--- config.mk ---
export PLATFORM = sky130hd
export DESIGN_NAME = host_port_pin_function_mux
export DESIGN_NICKNAME = d
export VERILOG_FILES = /design/src/pin_mux_pkg.sv /design/src/pin_mux_if.sv /design/src/gpio_slice.sv /design/src/host_port_pin_function_mux.sv
export SDC_FILE = /design/constraint.sdc
export NUM_CORES = 1
export LEC_CHECK = 0
export BUFFER_PORTS_ARGS = -buffer_cell sky130_fd_sc_hd__buf_2
export CORE_MARGIN = 2
export CORE_UTILIZATION = 41
export DETAILED_ROUTE_END_ITERATION = 10
export GPL_TIMING_DRIVEN = 0
export PLACE_DENSITY_LB_ADDON = 0.12
export SETUP_SLACK_MARGIN = 0.3
export SYNTH_ARGS = -nofsm -noshare
export SYNTH_HDL_FRONTEND = slang
export SYNTH_SLANG_ARGS = --single-unit
--- constraint.sdc ---
create_clock -name clk_i -period 2.3 [get_ports clk_i]
set_clock_uncertainty 0.2 [all_clocks]
set_input_delay 0.115 -clock clk_i [delete_from_list [all_inputs] [get_ports clk_i]]
set_output_delay 0.115 -clock clk_i [all_outputs]
set_load 0.01 [all_outputs]
--- src/pin_mux_pkg.sv ---
package pin_mux_pkg;

    // pin function selection, taken from the low bits of the control word
    typedef enum logic [1:0] {
        MODE_GPIO,
        MODE_PCI,
        MODE_NONPCI,
        MODE_OFF
    } pin_mode_t;

    // control word layout
    localparam int CTRL_WIDTH = 24;
    localparam int CTRL_MODE_LSB = 0;
    localparam int CTRL_MODE_WIDTH = 2;
    localparam int CTRL_TA_POL_BIT = 2;
    localparam logic [23:0] CTRL_RESET = 24'h00_0000;

    // gpio lines 20..23 occupy bits 20..23 of the direction word
    localparam int DIR_WIDTH = 24;
    localparam int GPIO_LSB = 20;
    localparam int GPIO_COUNT = 4;
    localparam logic [23:0] DIR_RESET = 24'h00_0000;

    // pin slots inside the shared pin vectors
    localparam int PIN_COUNT = 4;
    localparam int PIN_TRDY = 0;
    localparam int PIN_IRDY = 1;
    localparam int PIN_DEVSEL = 2;
    localparam int PIN_LOCK = 3;

endpackage

--- src/pin_mux_if.sv ---
`timescale 1ns/1ps
`default_nettype none

// per-pin drive requests from the host core toward the mux
interface pin_mux_if;
    logic [3:0] out;
    logic [3:0] oe;
    logic [3:0] in;
    modport core
    (
        output out,
        output oe,
        input in
    );
    modport mux
    (
        input out,
        input oe,
        output in
    );
endinterface

`default_nettype wire

--- src/gpio_slice.sv ---
`timescale 1ns/1ps
`default_nettype none

// gpio lines 20..23, each with its own direction bit
module gpio_slice
(
    // clock and reset
    input wire logic clk_i,
    input wire logic nrst_i,
    // control
    input wire logic enable_i,
    input wire logic [3:0] dir_i,
    input wire logic [3:0] data_out_i,
    // pin side
    pin_mux_if.core pins,
    // captured input value
    output logic [3:0] data_in_o
);

    // drive only in gpio mode, per-bit direction
    assign pins.out = data_out_i;
    assign pins.oe = enable_i ? dir_i : 4'h0;

    // capture pins configured as inputs
    always_ff @(posedge clk_i or negedge nrst_i)
    begin
        if (!nrst_i)
            data_in_o <= 4'h0;
        else if (enable_i)
            data_in_o <= pins.in & ~dir_i;
    end

endmodule

`default_nettype wire

--- src/host_port_pin_function_mux.sv ---
`timescale 1ns/1ps
`default_nettype none

// What this block does
// - pci mode: target ready, initiator ready, device select pins are two-way
// - pci mode: lock and grant are sampled inputs, request driven out
// - pci mode: parity and parity error pins are two-way
// - non-pci mode: data bus enable and direction driven on ready pins
// - non-pci mode: select acknowledge on device select, lock pin is bus strobe
// - non-pci mode: parity pin is dma acknowledge in, parity error is dma request
// - non-pci mode: request pin is transfer acknowledge with selectable polarity
// - gpio mode: lines 20 to 23 each follow their direction bit
// - gpio mode: parity, parity error, grant, request pins are disconnected
// - pin function follows the 24-bit control register
module host_port_pin_function_mux
(
    // clock and reset
    input wire logic clk_i,
    input wire logic nrst_i,
    // configuration words
    input wire logic [23:0] port_control_register_i,
    input wire logic [23:0] port_direction_register_i,
    // pci side of the core
    input wire logic pci_trdy_out_i,
    input wire logic pci_trdy_oe_i,
    input wire logic pci_irdy_out_i,
    input wire logic pci_irdy_oe_i,
    input wire logic pci_devsel_out_i,
    input wire logic pci_devsel_oe_i,
    input wire logic pci_par_out_i,
    input wire logic pci_par_oe_i,
    input wire logic pci_perr_out_i,
    input wire logic pci_perr_oe_i,
    input wire logic pci_req_i,
    output logic pci_trdy_o,
    output logic pci_irdy_o,
    output logic pci_devsel_o,
    output logic pci_lock_o,
    output logic pci_par_o,
    output logic pci_perr_o,
    output logic pci_grant_o,
    // non-pci side of the core
    input wire logic data_bus_enable_i,
    input wire logic data_bus_direction_i,
    input wire logic select_acknowledge_i,
    input wire logic dma_request_i,
    input wire logic transfer_acknowledge_i,
    output logic bus_strobe_o,
    output logic dma_acknowledge_o,
    // gpio data
    input wire logic [3:0] gpio_data_i,
    output logic [3:0] gpio_data_o,
    // mode status
    output logic [1:0] mode_o,
    // target ready / data bus enable / gpio 20
    input wire logic pci_target_ready_pin_i,
    output logic pci_target_ready_pin_o,
    output logic pci_target_ready_pin_oe_o,
    // initiator ready / data bus direction / gpio 21
    input wire logic pci_initiator_ready_pin_i,
    output logic pci_initiator_ready_pin_o,
    output logic pci_initiator_ready_pin_oe_o,
    // device select / select acknowledge / gpio 22
    input wire logic pci_device_select_pin_i,
    output logic pci_device_select_pin_o,
    output logic pci_device_select_pin_oe_o,
    // lock / bus strobe / gpio 23
    input wire logic pci_lock_in_i,
    output logic pci_lock_in_o,
    output logic pci_lock_in_oe_o,
    // parity / dma acknowledge
    input wire logic pci_parity_pin_i,
    output logic pci_parity_pin_o,
    output logic pci_parity_pin_oe_o,
    // parity error / dma request
    input wire logic pci_parity_error_pin_i,
    output logic pci_parity_error_pin_o,
    output logic pci_parity_error_pin_oe_o,
    // grant, sampled in pci mode only
    input wire logic pci_grant_in_i,
    // request / transfer acknowledge
    output logic pci_request_out_o,
    output logic pci_request_out_oe_o
);

    // mode decode from the control word
    wire logic [1:0] mode_bits;
    wire logic is_pci;
    wire logic is_nonpci;
    wire logic is_gpio;
    wire logic ta_active_high;
    assign mode_bits = port_control_register_i[pin_mux_pkg::CTRL_MODE_LSB +: 2];
    assign is_pci = mode_bits == pin_mux_pkg::MODE_PCI;
    assign is_nonpci = mode_bits == pin_mux_pkg::MODE_NONPCI;
    assign is_gpio = mode_bits == pin_mux_pkg::MODE_GPIO;
    assign ta_active_high = port_control_register_i[pin_mux_pkg::CTRL_TA_POL_BIT];

    // gpio slice on the four shared pins
    pin_mux_if gp ();
    wire logic [3:0] gp_in_q;
    wire logic [3:0] pin_in;
    assign pin_in = {pci_lock_in_i, pci_device_select_pin_i,
                     pci_initiator_ready_pin_i, pci_target_ready_pin_i};
    assign gp.in = pin_in;

    gpio_slice u_gpio
    (
        .clk_i(clk_i),
        .nrst_i(nrst_i),
        .enable_i(is_gpio),
        .dir_i(port_direction_register_i[pin_mux_pkg::GPIO_LSB +: 4]),
        .data_out_i(gpio_data_i),
        .pins(gp.core),
        .data_in_o(gp_in_q)
    );

    // transfer acknowledge level after polarity
    wire logic ta_level;
    assign ta_level = ta_active_high ? transfer_acknowledge_i : ~transfer_acknowledge_i;

    // next pin drive values per mode
    logic [3:0] sh_out_d;
    logic [3:0] sh_oe_d;
    logic par_d;
    logic par_oe_d;
    logic perr_d;
    logic perr_oe_d;
    logic req_d;
    logic req_oe_d;
    always_comb
    begin
        sh_out_d = 4'h0;
        sh_oe_d = 4'h0;
        par_d = 1'b0;
        par_oe_d = 1'b0;
        perr_d = 1'b0;
        perr_oe_d = 1'b0;
        req_d = 1'b0;
        req_oe_d = 1'b0;
        if (is_pci)
        begin
            sh_out_d = {1'b0, pci_devsel_out_i, pci_irdy_out_i, pci_trdy_out_i};
            sh_oe_d = {1'b0, pci_devsel_oe_i, pci_irdy_oe_i, pci_trdy_oe_i};
            par_d = pci_par_out_i;
            par_oe_d = pci_par_oe_i;
            perr_d = pci_perr_out_i;
            perr_oe_d = pci_perr_oe_i;
            req_d = pci_req_i;
            req_oe_d = 1'b1;
        end
        else if (is_nonpci)
        begin
            sh_out_d = {1'b0, select_acknowledge_i, data_bus_direction_i,
                        data_bus_enable_i};
            sh_oe_d = 4'h7;
            perr_d = dma_request_i;
            perr_oe_d = 1'b1;
            req_d = ta_level;
            req_oe_d = 1'b1;
        end
        else if (is_gpio)
        begin
            sh_out_d = gp.out;
            sh_oe_d = gp.oe;
        end
        // gpio: parity, parity error and request stay undriven
    end

    // registered pin drive
    always_ff @(posedge clk_i or negedge nrst_i)
    begin
        if (!nrst_i)
        begin
            {pci_lock_in_o, pci_device_select_pin_o,
             pci_initiator_ready_pin_o, pci_target_ready_pin_o} <= 4'h0;
            {pci_lock_in_oe_o, pci_device_select_pin_oe_o,
             pci_initiator_ready_pin_oe_o, pci_target_ready_pin_oe_o} <= 4'h0;
            pci_parity_pin_o <= 1'b0;
            pci_parity_pin_oe_o <= 1'b0;
            pci_parity_error_pin_o <= 1'b0;
            pci_parity_error_pin_oe_o <= 1'b0;
            pci_request_out_o <= 1'b0;
            pci_request_out_oe_o <= 1'b0;
        end
        else
        begin
            {pci_lock_in_o, pci_device_select_pin_o,
             pci_initiator_ready_pin_o, pci_target_ready_pin_o} <= sh_out_d;
            {pci_lock_in_oe_o, pci_device_select_pin_oe_o,
             pci_initiator_ready_pin_oe_o, pci_target_ready_pin_oe_o} <= sh_oe_d;
            pci_parity_pin_o <= par_d;
            pci_parity_pin_oe_o <= par_oe_d;
            pci_parity_error_pin_o <= perr_d;
            pci_parity_error_pin_oe_o <= perr_oe_d;
            pci_request_out_o <= req_d;
            pci_request_out_oe_o <= req_oe_d;
        end
    end

    // registered inward values, gated by mode
    always_ff @(posedge clk_i or negedge nrst_i)
    begin
        if (!nrst_i)
        begin
            pci_trdy_o <= 1'b0;
            pci_irdy_o <= 1'b0;
            pci_devsel_o <= 1'b0;
            pci_lock_o <= 1'b0;
            pci_par_o <= 1'b0;
            pci_perr_o <= 1'b0;
            pci_grant_o <= 1'b0;
            bus_strobe_o <= 1'b0;
            dma_acknowledge_o <= 1'b0;
            gpio_data_o <= 4'h0;
            mode_o <= 2'h0;
        end
        else
        begin
            pci_trdy_o <= is_pci & pci_target_ready_pin_i;
            pci_irdy_o <= is_pci & pci_initiator_ready_pin_i;
            pci_devsel_o <= is_pci & pci_device_select_pin_i;
            pci_lock_o <= is_pci & pci_lock_in_i;
            pci_grant_o <= is_pci & pci_grant_in_i;
            pci_par_o <= is_pci & pci_parity_pin_i;
            pci_perr_o <= is_pci & pci_parity_error_pin_i;
            bus_strobe_o <= is_nonpci & pci_lock_in_i;
            dma_acknowledge_o <= is_nonpci & pci_parity_pin_i;
            gpio_data_o <= gp_in_q;
            mode_o <= mode_bits;
        end
    end

endmodule

`default_nettype wire

# == Yosys cells after proc, flatten, opt, wreduce, memory -nomap -nowiden ==
# Cells that the tools add are included.
# totals
latchBits,0
ff_bits,33
n_memories,0
output_inout_bits,29
ram_bits,0
rom_bits,0
# op_classes
bitwise,12
shifts,0
eq_ne,2
order_cmp,0
reduce_logical,1
n_mul,0
mux,16
addsub,0
div,0
# op_table
cell,n
$mux W4,6
$mux W1,10
$and A1 B1 Y1,9
$and A4 B4 Y4,1
$not A4 Y4,1
$eq A2 B1 Y1 const B,1
$eq A2 B2 Y1 const B,1
$logic_not A2 Y1,1
$not A1 Y1,1

# == Depth between registers and ports, before layout ==
# Gate-level depths: netlist (run 1).
# depth
depth_word,4
ltp_mapped,6
mapped_depth_nobuf,4

# == Modules after synthesis ==
# A second synthesis (run 1) with hierarchy kept.
# hier_totals
cells_unflattened,108
hier_area_um2,1331.3
# modules_own_cells
module,seq_area_each_um2,cells_each,n_inst,area_each_um2
host_port_pin_function_mux,725.7,83,1,1103.6
gpio_slice,100.1,25,1,227.7

# == Worst setup path before layout (run 1) ==
# No wires, ideal clock.
# synth_timing
path_kind,input to register
startpoint,in port_control_register_i[0]
endpoint,reg pci_lock_in_oe_o
required_ps,2002
arrival_time_ps,787
setup_time_ps,98
setup_slack_ps,1215
stages,4
path_cell_list,inv_1 ha_1 buf_2 nor4bb_2
# synth_between
elab_chain_len,4
elab_cells_between_ends,6
# synth_rtl
item,line_no,rtl
from (decl),host_port_pin_function_mux.sv:21,"input wire logic [23:0] port_control_register_i,"
$logic_not A2 Y1,host_port_pin_function_mux.sv:95,assign is_gpio = mode_bits == pin_mux_pkg::MODE_GPIO;
$mux W4,host_port_pin_function_mux.sv:161,else if (is_gpio)
$mux W4,host_port_pin_function_mux.sv:151,else if (is_nonpci)
$mux W4 *,host_port_pin_function_mux.sv:140,if (is_pci)
net sh_oe_d[3],host_port_pin_function_mux.sv:123,logic [3:0] sh_oe_d;
to (decl),host_port_pin_function_mux.sv:70,"output logic pci_lock_in_oe_o,"
# The timed path passes the listed nets; every way through them passes the cells marked *.
# A chain may end at the register's enable or synchronous reset.

# == Final worst setup path (run 1) ==
# layout_timing
startpoint,in port_control_register_i[0]
endpoint,reg pci_initiator_ready_pin_oe_o
# layout_between
elab_chain_len,4
elab_cells_between_ends,6
# layout_rtl
item,line_no,rtl
$logic_not A2 Y1,host_port_pin_function_mux.sv:95,
$mux W4,host_port_pin_function_mux.sv:161,
$mux W4,host_port_pin_function_mux.sv:151,
$mux W4 *,host_port_pin_function_mux.sv:140,
net sh_oe_d[1],host_port_pin_function_mux.sv:123,
to (decl),host_port_pin_function_mux.sv:62,"output logic pci_initiator_ready_pin_oe_o,"
# Marks and branches as above.

==> results.md, run 1 <==
- Status: finished clean
- Leakage power: 1.12 nW
- Final period util: 0.863
- Setup TNS: 0 ps
- Worst-path maximum fanout: 7
- Worst path arrival time: 2070 ps
- Critical path buffers and inverters: 4
- Syn Area/Cell: 12.9 um2
- Worst Path Required: 2380 ps
- CTS max path bufs: 2
- Met2 Track Usage GR: 0.326
- Pre-antenna DRT Iters: 4
- WS Path Type: in2reg
- Core area: 3000 um2
- Syn Inst Count: 99
- Detail Placement HPWL: 1910 um
- CTS H-tree lvls: 2
- Worst path slowest cell: dlygate4sd3_1
- Via Count: 1111
- CP peak stage delay: 560 ps
- Period minus WS final: 1990 ps
- Initial core utilization: 0.426
- Busiest metal layer after global routing: met2
- Worst reg2reg path depth: 2
- Critical R2R Launch: u_gpio.data_in_o[1]
- CTS root buffer: clkbuf_4
- P&R area growth vs syn: 64.1%
- Netlist cell types: 19
- DRC Markers: 0
- # nets final: 287
- Final Wtd Congestion: 0.675
- # Max-Cap Violations: 0
- YS warnings: 0
- Critical Path End Type: flip-flop
- Worst setup margin: 314 ps
- Global route overflow: 0
- Pin count of the biggest net entering global routing: 34
- Syn nets: 180
- Worst reg2reg endpoint: u_gpio.data_in_o[1]
- Via density: 4.63
- Reg-to-reg slack, setup: 1480 ps
- Grt met3 use: 0.0649
- Slew HR: 0.520
- Worst VDD drop: 0.350 mV
- Slew Limit Fails: 0
- Power Density: 619 nW/um2
- Vias in the first global route: 1095
- Worst-path clk slew: 100 ps
- Synthesized area: 1280 um2
- Top Registers: gpio_data_o: 4 flops, u_gpio.data_in_o: 4 flops, mode_o: 2 flops
- Worst path most repeated cell: dlygate4sd3_1
- Final hold vios: 0
- Die width: 59.8 um
- Final setup fails: 0
- Slew at the pin with the worst max-slew slack: 720 ps
- CP startpoint kind: input port
- Global-route usage over all layers: 0.186
- Post-synthesis register bit count: 33
- Cell family with most CP delay: buffers and inverters
- Ant. Diodes: 0
- Die height: 59.8 um
- Initial antenna violation count: 0
- Worst-path cell chain: dlygate4sd3_1 > buf_2 > inv_1 > ha_1 > a21oi_1 > o21ai_0 > dlygate4sd3_1
- Post-DRT Antenna Nets: 0
- Mean routed wirelength per cell: 12.8 um
- Met1 usage: 0.194
- # IOs: 106
- RSZ-0062 raised after global routing: no
- Starting DRC count in detailed routing: 11
- Clock sinks: 33
- Top achievable clock speed: 0.504 GHz
- First-pass GRT wire length: 4750 um
- Die area: 3580 um2
- Worst min path class: in2async
- Seq/Total Area, Yosys: 0.646
- Post-CTS setup buffers: 0
- CTS buffer count: 5
- Share of cells above drive strength 1: 0.401
- CTS tree: done
- Setup WS pre-CTS: 959 ps
- Clock Latency Late Sink: 330 ps
- I/O Buffers: 64
- Std-Cell Rows: 20
- Detailed Route WL: 3060 um
[cells by family (layout without fill, tap and decap cells)]
| group | after synthesis | count (layout) | synth area share |
|---|---|---|---|
| flops | 33 | 33 | 0.646 |
| simple gates | 32 | 32 | 0.180 |
| compound gates | 18 | 18 | 0.0793 |
| buf+inv | 11 | 119 | 0.0489 |
| fa+ha+maj | 4 | 4 | 0.0391 |
| xor+xnor | 1 | 1 | 0.00685 |
[timing repair]
action	in CTS	in global routing
resized for setup	0	6
hold buffers	36	0
endpoints found under the hold margin	62	0
endpoints found under the setup margin	0	2
[cell usage after synthesis]
cell type,instances,share of area
ha_1,4,0.039
buf_4,1,0.0059
a21oi_2,3,0.021
inv_1,6,0.018
o21ai_0,7,0.027
nand3b_1,5,0.029
and4bb_2,1,0.0098
nor4bb_2,1,0.013
nand3b_4,2,0.031
a21oi_1,6,0.023
buf_6,2,0.018
o21ai_1,2,0.0078
dfrtp_1,33,0.65
nor2b_1,3,0.015
buf_2,2,0.0078
nand2b_1,1,0.0049
xor2_1,1,0.0069
and2_1,11,0.054
nand2_1,8,0.023
[through the flow]
stage | cell area [um2] | power (mW) | std cells | util | hold slack [ps]
after floorplan | 1280 | 0.716 | 99 | - | -381
after global placement | 1640 | 0.800 | 196 | 0.546 | 3.18
after detailed placement | 1640 | 0.806 | 196 | 0.546 | 16.2
after CTS | 2090 | 1.31 | 240 | 0.695 | 180
after global routing | 2100 | 1.36 | 240 | 0.699 | 199
final | 2100 | 1.30 | 240 | 0.699 | 156
[per-layer routing]
layer | wire length [um] | part of all wire
met1 | 1220 | 0.40
met4 | 100 | 0.033
met5 | 0 | 0
met3 | 177 | 0.058
met2 | 1570 | 0.51
[report_power, final]
part / internal [mW] / switching, mW / total [mW]
Combinational: 0.119 / 0.0947 / 0.213
Clock: 0.260 / 0.195 / 0.454
Sequential: 0.620 / 0.0117 / 0.632
Total: 0.998 / 0.301 / 1.30
[cells in the final DEF (no fill, tap or decap), types with 5 or more instances in the layout]
cell	Yosys	final
a21oi_1	6	6
and2_1	11	11
buf_2	2	64
clkbuf_4	0	5
dfrtp_1	33	33
dlygate4sd3_1	0	36
inv_1	6	6
nand2_1	8	8
nand3b_1	5	5
o21ai_0	7	7
[worst max path at each step]
stage | from | to | slack [ps] | cells after the start
2_1_floorplan | port_control_register_i[0] | pci_lock_in_oe_o | 1220 | 4
3_3_place_gp | port_control_register_i[0] | pci_device_select_pin_o | 990 | 6
3_5_place_dp | port_control_register_i[0] | pci_lock_in_oe_o | 960 | 5
4_1_cts | port_control_register_i[1] | pci_initiator_ready_pin_oe_o | 320 | 9
5_1_grt | port_control_register_i[0] | pci_initiator_ready_pin_oe_o | 310 | 7
6_report | port_control_register_i[0] | pci_initiator_ready_pin_oe_o | 310 | 7
[layout make-up]
class                   instances  area (um2)
fillers                       253         905
flip-flops and latches         33         826
repair buffers                100         681
multi-input cells              55         390
clock buffers                   7        55.1
plain buffers                   5        52.6
well taps                      33        41.3
clock inverters                 1        30.0
inverters                       6        22.5
Power figures use the tool's default switching activity.
==> run 2: changes to the inputs <==
--- a/config.mk
+++ b/config.mk
@@ -7,7 +7,7 @@
 export LEC_CHECK = 0
 export BUFFER_PORTS_ARGS = -buffer_cell sky130_fd_sc_hd__buf_2
 export CORE_MARGIN = 2
-export CORE_UTILIZATION = 41
+export CORE_UTILIZATION = 38
 export DETAILED_ROUTE_END_ITERATION = 10
 export GPL_TIMING_DRIVEN = 0
 export PLACE_DENSITY_LB_ADDON = 0.12
==> constraint.sdc (replaced) <==
create_clock -name clk_i -period 2.2 [get_ports clk_i]
set_clock_uncertainty 0.2 [all_clocks]
set_input_delay 0.11 -clock clk_i [delete_from_list [all_inputs] [get_ports clk_i]]
set_output_delay 0.11 -clock clk_i [all_outputs]
set_load 0.01 [all_outputs]
==> results.md, run 2 (same netlist as run 1, synthesis figures left out) <==
- Status: finished clean
- Post-CTS setup buffers: 0 (unchanged)
- Top achievable clock speed: 0.638 GHz
- Clock sinks: 33 (unchanged)
- Final hold vios: 0 (unchanged)
- Critical Path End Type: flip-flop
- Post-cts sizing count: 0 (unchanged)
- Worst path slowest cell: dlygate4sd3_1
- DP Area: 1660 um2 (+0.99%)
- Power Density: 581 nW/um2 (-6.2%)
- WS Path Type: in2reg
- # Max-Cap Violations: 0 (unchanged)
- Vias in the first global route: 1148 (+4.8%)
- CTS root buffer: clkbuf_4
- Worst Path Required: 2250 ps (-130 ps)
- CP peak stage delay: 550 ps (about the same)
- Area of the multi-input gates: 390 um2 (unchanged)
- Total Power: 1.20 mW (-8.0%)
- Die height: 62.0 um (+3.6%)
- Final Cell Area: 2060 um2 (-1.9%)
- Detailed Route WL: 3010 um (-1.7%)
- Std-Cell Rows: 21 (+5.0%)
- Slew Limit Fails: 0 (unchanged)
- Die area: 3850 um2 (+7.4%)
- Worst path most repeated cell: dlygate4sd3_1
- Die width: 62.0 um (+3.6%)
- CP startpoint kind: input port
- CTS buffer count: 5 (unchanged)
- Final Wtd Congestion: 0.703 (+4.1%)
- CTS H-tree lvls: 2 (unchanged)
- RSZ-0062 raised after global routing: no
- Post-CTS Hold Fix Bufs: 35 (-2.8%)
- Worst VDD drop: 0.281 mV (-20%)
- Worst setup margin: 633 ps (+319 ps)
- Critical path buffers and inverters: 3 (-1)
- Starting DRC count in detailed routing: 55 (+44)
- Top Registers: gpio_data_o: 4 flops, u_gpio.data_in_o: 4 flops, mode_o: 2 flops
- CTS tree: done
- Core area: 3280 um2 (+9.4%)
- Setup TNS: 0 ps (unchanged)
- Ant. Diodes: 0 (unchanged)
- Worst-path maximum fanout: 1 (-6)
- Filler cells: 295 (+17%)
- Final setup fails: 0 (unchanged)
- Mean routed wirelength per cell: 12.0 um (-6.3%)
- DRC Markers: 0 (unchanged)
- Most frequent cells in the layout: buf_2 (66), dlygate4sd3_1 (35), dfrtp_1 (33), and2_1 (11), nand2_1 (8)
- Initial core utilization: 0.389 (-0.0365)
- Slew at the pin with the worst max-slew slack: 705 ps (-14.8 ps)
- Commonest non-fill, non-tap cell in the layout: buf_2
- CTS max path bufs: 2 (unchanged)
- Detail Placement HPWL: 2020 um (+5.8%)
- Worst min path class: in2async
- Final period util: 0.712
- P&R area growth vs syn: 61.0%
- First-pass GRT wire length: 5040 um (+6.2%)
- Initial antenna violation count: 0 (unchanged)
- Period minus WS final: 1570 ps
- Global route overflow: 0 (unchanged)
- Worst-path clk slew: 100 ps (about the same)
- Pin count of the biggest net entering global routing: 34 (unchanged)
- Worst-path cell chain: dlygate4sd3_1 > buf_2 > xor2_1 > dlygate4sd3_1 > o21ai_1
- Seq. cell area: 826 um2 (unchanged)
- Clock Latency Late Sink: 320 ps (about the same)
- # IOs: 106 (unchanged)
- Post-DRT Antenna Nets: 0 (unchanged)
- Global-route usage over all layers: 0.186 (about the same)
- Via density: 4.26 (-7.9%)
- Leakage power: 1.10 nW (-2.0%)
- Setup WS pre-CTS: 851 ps (-108 ps)
- Cell family with most CP delay: buffers and inverters
- Via Count: 1074 (-3.3%)
- I/O Buffers: 64 (unchanged)
- Worst path arrival time: 1620 ps (-450 ps)
- # nets final: 286 (-0.35%)
- Pre-antenna DRT Iters: 3 (-1)
- Slew HR: 0.530 (+0.00987)
- Share of cells above drive strength 1: 0.403 (+0.00195)
## run 2: per-stage QoR
step	util	hold WS, ps	std cells
final	0.627	175	252
after global routing	0.627	198	252
after CTS	0.627	183	252
after detailed placement	0.504	14.3	209
after global placement	0.504	-0.171	209
after floorplan	-	-386	99
## run 2: metal layers
layer	vias up	global-route usage	share of wire
li1	533	-	-
met1	501	0.205	0.38
met2	35	0.327	0.55
met3	5	0.0497	0.053
met4	0	0.0942	0.014
met5	-	0	0
## run 2: worst reg2reg max path, stage by stage (launching register included)
cell and delay, ps:
dfrtp_1 390, inv_1 50, o21ai_0 70
## run 2: path summary, 6_finish.rpt
kind	from	slack [ps]	end	depth (start not counted)
setup / recovery	port_control_register_i[2]	630	pci_request_out_o	5
hold / removal	nrst_i	170	pci_devsel_o	2
setup reg to reg	u_gpio.data_in_o[1]	1390	u_gpio.data_in_o[1]	2
hold reg to reg	u_gpio.data_in_o[0]	190	gpio_data_o[0]	0
max in group asynchronous	nrst_i	1180	pci_request_out_oe_o	2
min in group clk_i	u_gpio.data_in_o[0]	190	gpio_data_o[0]	0
## run 2: final cells by class
| class | instances | share of cell area |
|---|---|---|
| inverters | 6 | 0.0109 |
| repair buffers | 99 | 0.326 |
| clock buffers | 6 | 0.0201 |
| flip-flops and latches | 33 | 0.401 |
| clock inverters | 2 | 0.00486 |
| plain buffers | 5 | 0.0195 |
| well taps | 46 | 0.0280 |
| multi-input cells | 55 | 0.190 |
## run 2: where the power goes
part / switching [mW] / internal (mW)
Clock: 0.197 / 0.122
Sequential: 0.0113 / 0.648
Combinational: 0.0986 / 0.119
Total: 0.306 / 0.889
==> run 3: changes to the inputs <==
--- a/config.mk
+++ b/config.mk
@@ -5,9 +5,10 @@
 export SDC_FILE = /design/constraint.sdc
 export NUM_CORES = 1
 export LEC_CHECK = 0
+export ABC_AREA = 1
 export BUFFER_PORTS_ARGS = -buffer_cell sky130_fd_sc_hd__buf_2
 export CORE_MARGIN = 2
-export CORE_UTILIZATION = 38
+export CORE_UTILIZATION = 34
 export DETAILED_ROUTE_END_ITERATION = 10
 export GPL_TIMING_DRIVEN = 0
 export PLACE_DENSITY_LB_ADDON = 0.12
==> constraint.sdc (replaced) <==
create_clock -name clk_i -period 1.37 [get_ports clk_i]
set_clock_uncertainty 0.2 [all_clocks]
set_input_delay 0.0685 -clock clk_i [delete_from_list [all_inputs] [get_ports clk_i]]
set_output_delay 0.0685 -clock clk_i [all_outputs]
set_load 0.01 [all_outputs]
==> results.md, run 3 <==
- Status: finished, violations left
- Failing checks: negative hold slack
- # IOs: 106 (unchanged)
- Worst min path class: in2async
- Leakage power: 1.22 nW (+11%)
- Cell family with most CP delay: flip-flops
- Seq. cell area: 826 um2 (unchanged)
- Worst path slowest cell: dfrtp_1
- Critical path buffers and inverters: 1 (-2)
- Worst path arrival time: 780 ps (-840 ps)
- XOR/XNOR Fraction of Synth Area: 0 (-0.00685)
- CTS H-tree lvls: 2 (unchanged)
- Die area: 4240 um2 (+10%)
- WS Path Type: reg2out
- Area of the multi-input gates: 315 um2 (-19%)
- DP Area: 1650 um2 (-0.45%)
- Biggest area consumer among synthesized cells: dfrtp_1
- # Max-Cap Violations: 0 (unchanged)
- Setup TNS: 0 ps (unchanged)
- Period minus WS final: 1050 ps
- Ant. Diodes: 0 (unchanged)
- CTS max path bufs: 2 (unchanged)
- CP peak stage delay: 370 ps (-180 ps)
- Slew at the pin with the worst max-slew slack: 726 ps (+20.6 ps)
- Mean routed wirelength per cell: 11.0 um (-8.2%)
- P&R area growth vs syn: 63.0%
- Detailed Route WL: 3040 um (+0.86%)
- Largest cells by area after synthesis: dfrtp_1 (65%), nand2_1 (8.3%), inv_1 (7.4%)
- Post-synthesis register bit count: 33 (unchanged)
- Multiplexer share of the synthesized area: 0 (unchanged)
- Initial antenna violation count: 0 (unchanged)
- Starting DRC count in detailed routing: 44 (-20%)
- Die height: 65.1 um (+5.0%)
- Syn nets: 205 (+14%)
- Share of cells above drive strength 1: 0.345 (-0.0579)
- Via Count: 1137 (+5.9%)
- Final Cell Area: 2070 um2 (+0.49%)
- Most frequent cells in the layout: buf_2 (63), dfrtp_1 (33), dlygate4sd3_1 (33), nand2_1 (28), inv_1 (25)
- Top cells by count, synth: dfrtp_1 (33), nand2_1 (28), inv_1 (25), nand3_1 (9), nor2_1 (8)
- Worst Path Required: 1100 ps (-1150 ps)
- Pre-antenna DRT Iters: 4 (+1)
- Global route overflow: 0 (unchanged)
- Final hold vios: 35 (+35)
- RSZ-0062 raised after global routing: yes
- Post-CTS Hold Fix Bufs: 33 (-5.7%)
- Compound-Gate Fraction of Synth Area: 0.0306 (-0.0487)
- Initial core utilization: 0.349 (-0.0402)
- Final Wtd Congestion: 0.662 (-5.8%)
- Critical Path End Type: output port
- Main combinational cell family by area after synthesis: simple AND/OR/NAND/NOR gates
- Top achievable clock speed: 0.953 GHz
- Synthesized area: 1270 um2 (-0.78%)
- Syn Area/Cell: 10.2 um2 (-21%)
- Syn Inst Count: 124 (+25%)
- Detail Placement HPWL: 1960 um (-3.0%)
- Seq/Total Area, Yosys: 0.651 (+0.00510)
- Core area: 3630 um2 (+11%)
- Synth async-reset ratio: 1.00 (unchanged)
- Global-route usage over all layers: 0.164 (-0.0216)
- CTS buffer count: 5 (unchanged)
- Count leader, synth: dfrtp_1
- Slew HR: 0.516 (-0.0137)
- YS warnings: 0 (unchanged)
- CTS root buffer: clkbuf_8
- Post-synth EDFFs: 0 (unchanged)
- Simple-gate share of the synthesized area: 0.179 (-0.00154)
- CP startpoint kind: flip-flop
- Final setup fails: 0 (unchanged)
- Worst VDD drop: 0.366 mV (+30%)
- Via density: 4.10 (-3.7%)
- DRC Markers: 0 (unchanged)
- I/O Buffers: 64 (unchanged)
- Clock sinks: 33 (unchanged)
- Vias in the first global route: 1139 (-0.78%)
- Worst-path clk slew: 60 ps (-40 ps)
- Final period util: 0.766
- Die width: 65.1 um (+5.0%)
- Slew Limit Fails: 0 (unchanged)
- Pin count of the biggest net entering global routing: 34 (unchanged)
- Power Density: 1010 nW/um2 (+73%)
- Adder-Cell Fraction of Synth Area: 0.0394 (+0.000309)
- Worst-path cell chain: buf_2
- Commonest non-fill, non-tap cell in the layout: buf_2
- Netlist cell types: 15 (-4)
- Fin Hold WS: -353 ps (-528 ps)
- # nets final: 309 (+8.0%)
- Main synth FF type: dfrtp_1
- Std-Cell Rows: 22 (+4.8%)
- Post-DRT Antenna Nets: 0 (unchanged)
- First-pass GRT wire length: 5110 um (+1.2%)
- CTS tree: done
- Clock Latency Late Sink: 280 ps (-40 ps)
- Synth top area share: 0.651 (+0.00510)
- Top Registers: gpio_data_o: 4 flops, u_gpio.data_in_o: 4 flops, mode_o: 2 flops
- Filler cells: 343 (+16%)
- Worst-path maximum fanout: 1 (unchanged)
==> run 3: cell count changes in the layout (fill, tap and decap cells not counted), moves of 5 or more <==
cell	change
nand2_1	+20
clkbuf_8	+5
inv_1	+19
nand3_1	+9
and2_1	-11
nor2_1	+8
clkbuf_4	-5
==> run 3: per-stage QoR <==
stage                     setup WS (ps)  power, mW   util  instances
after global placement              156       1.34  0.454        236
after detailed placement            102       1.35  0.454        236
after floorplan                     392       1.20      -        124
after CTS                           303       2.11  0.567        277
after global routing                277       2.21  0.569        277
final                               320       2.08  0.569        277
==> run 3: worst register-to-register path, cell delays in order (launching register included) <==
cell,delay [ps]
dfrtp_1,380
inv_1,60
o21ai_0,60
==> run 3: worst paths after layout <==
kind,slack (ps),depth (start not counted),to,from
max in group asynchronous,860,1,mode_o[0],nrst_i
max,320,1,mode_o[0],mode_o[0]
min in group clk_i,-250,1,mode_o[1],port_control_register_i[1]
max reg2reg,570,2,u_gpio.data_in_o[3],u_gpio.data_in_o[3]
min,-350,1,pci_device_select_pin_oe_o,nrst_i
min reg2reg,180,0,gpio_data_o[2],u_gpio.data_in_o[2]
==> run 3: cells by family (layout without fill, tap and decap cells) <==
group / after synthesis / in the layout
adder cells (fa/ha/maj): 4 / 4
flip-flops: 33 / 33
AO/OA/AOI/OAI: 7 / 7
buffers and inverters: 29 / 134
AND/OR/NAND/NOR: 51 / 51
==> run 3: area by class of cell <==
type / count / area share
tap: 48 / 0.0290
clock inverter: 2 / 0.00484
multi-input combinational: 62 / 0.152
timing repair buffer: 97 / 0.318
clock buffer: 6 / 0.0351
inverter: 26 / 0.0472
sequential: 33 / 0.399
buffer: 3 / 0.0145
==> run 3: what timing repair did <==
item | 4_1_cts | 5_1_grt
setup buffers | 0 | 0
gates resized for setup | 0 | 1
hold endpoints to repair | 62 | 35
endpoints found under the setup margin | 0 | 20
==> run 3: power by group <==
part           switching [mW]  total [mW]  internal [mW]
logic                   0.163       0.340          0.177
clock network           0.330       0.681          0.351
registers              0.0189        1.06           1.04
total                   0.511        2.08           1.57
==> run 3: per-layer routing <==
| layer | global-route usage | part of all wire | vias up |
|---|---|---|---|
| li1 | - | - | 573 |
| met1 | 0.178 | 0.39 | 519 |
| met2 | 0.290 | 0.53 | 43 |
| met3 | 0.0573 | 0.068 | 2 |
| met4 | 0.0703 | 0.0089 | 0 |
| met5 | 0 | 0 | - |
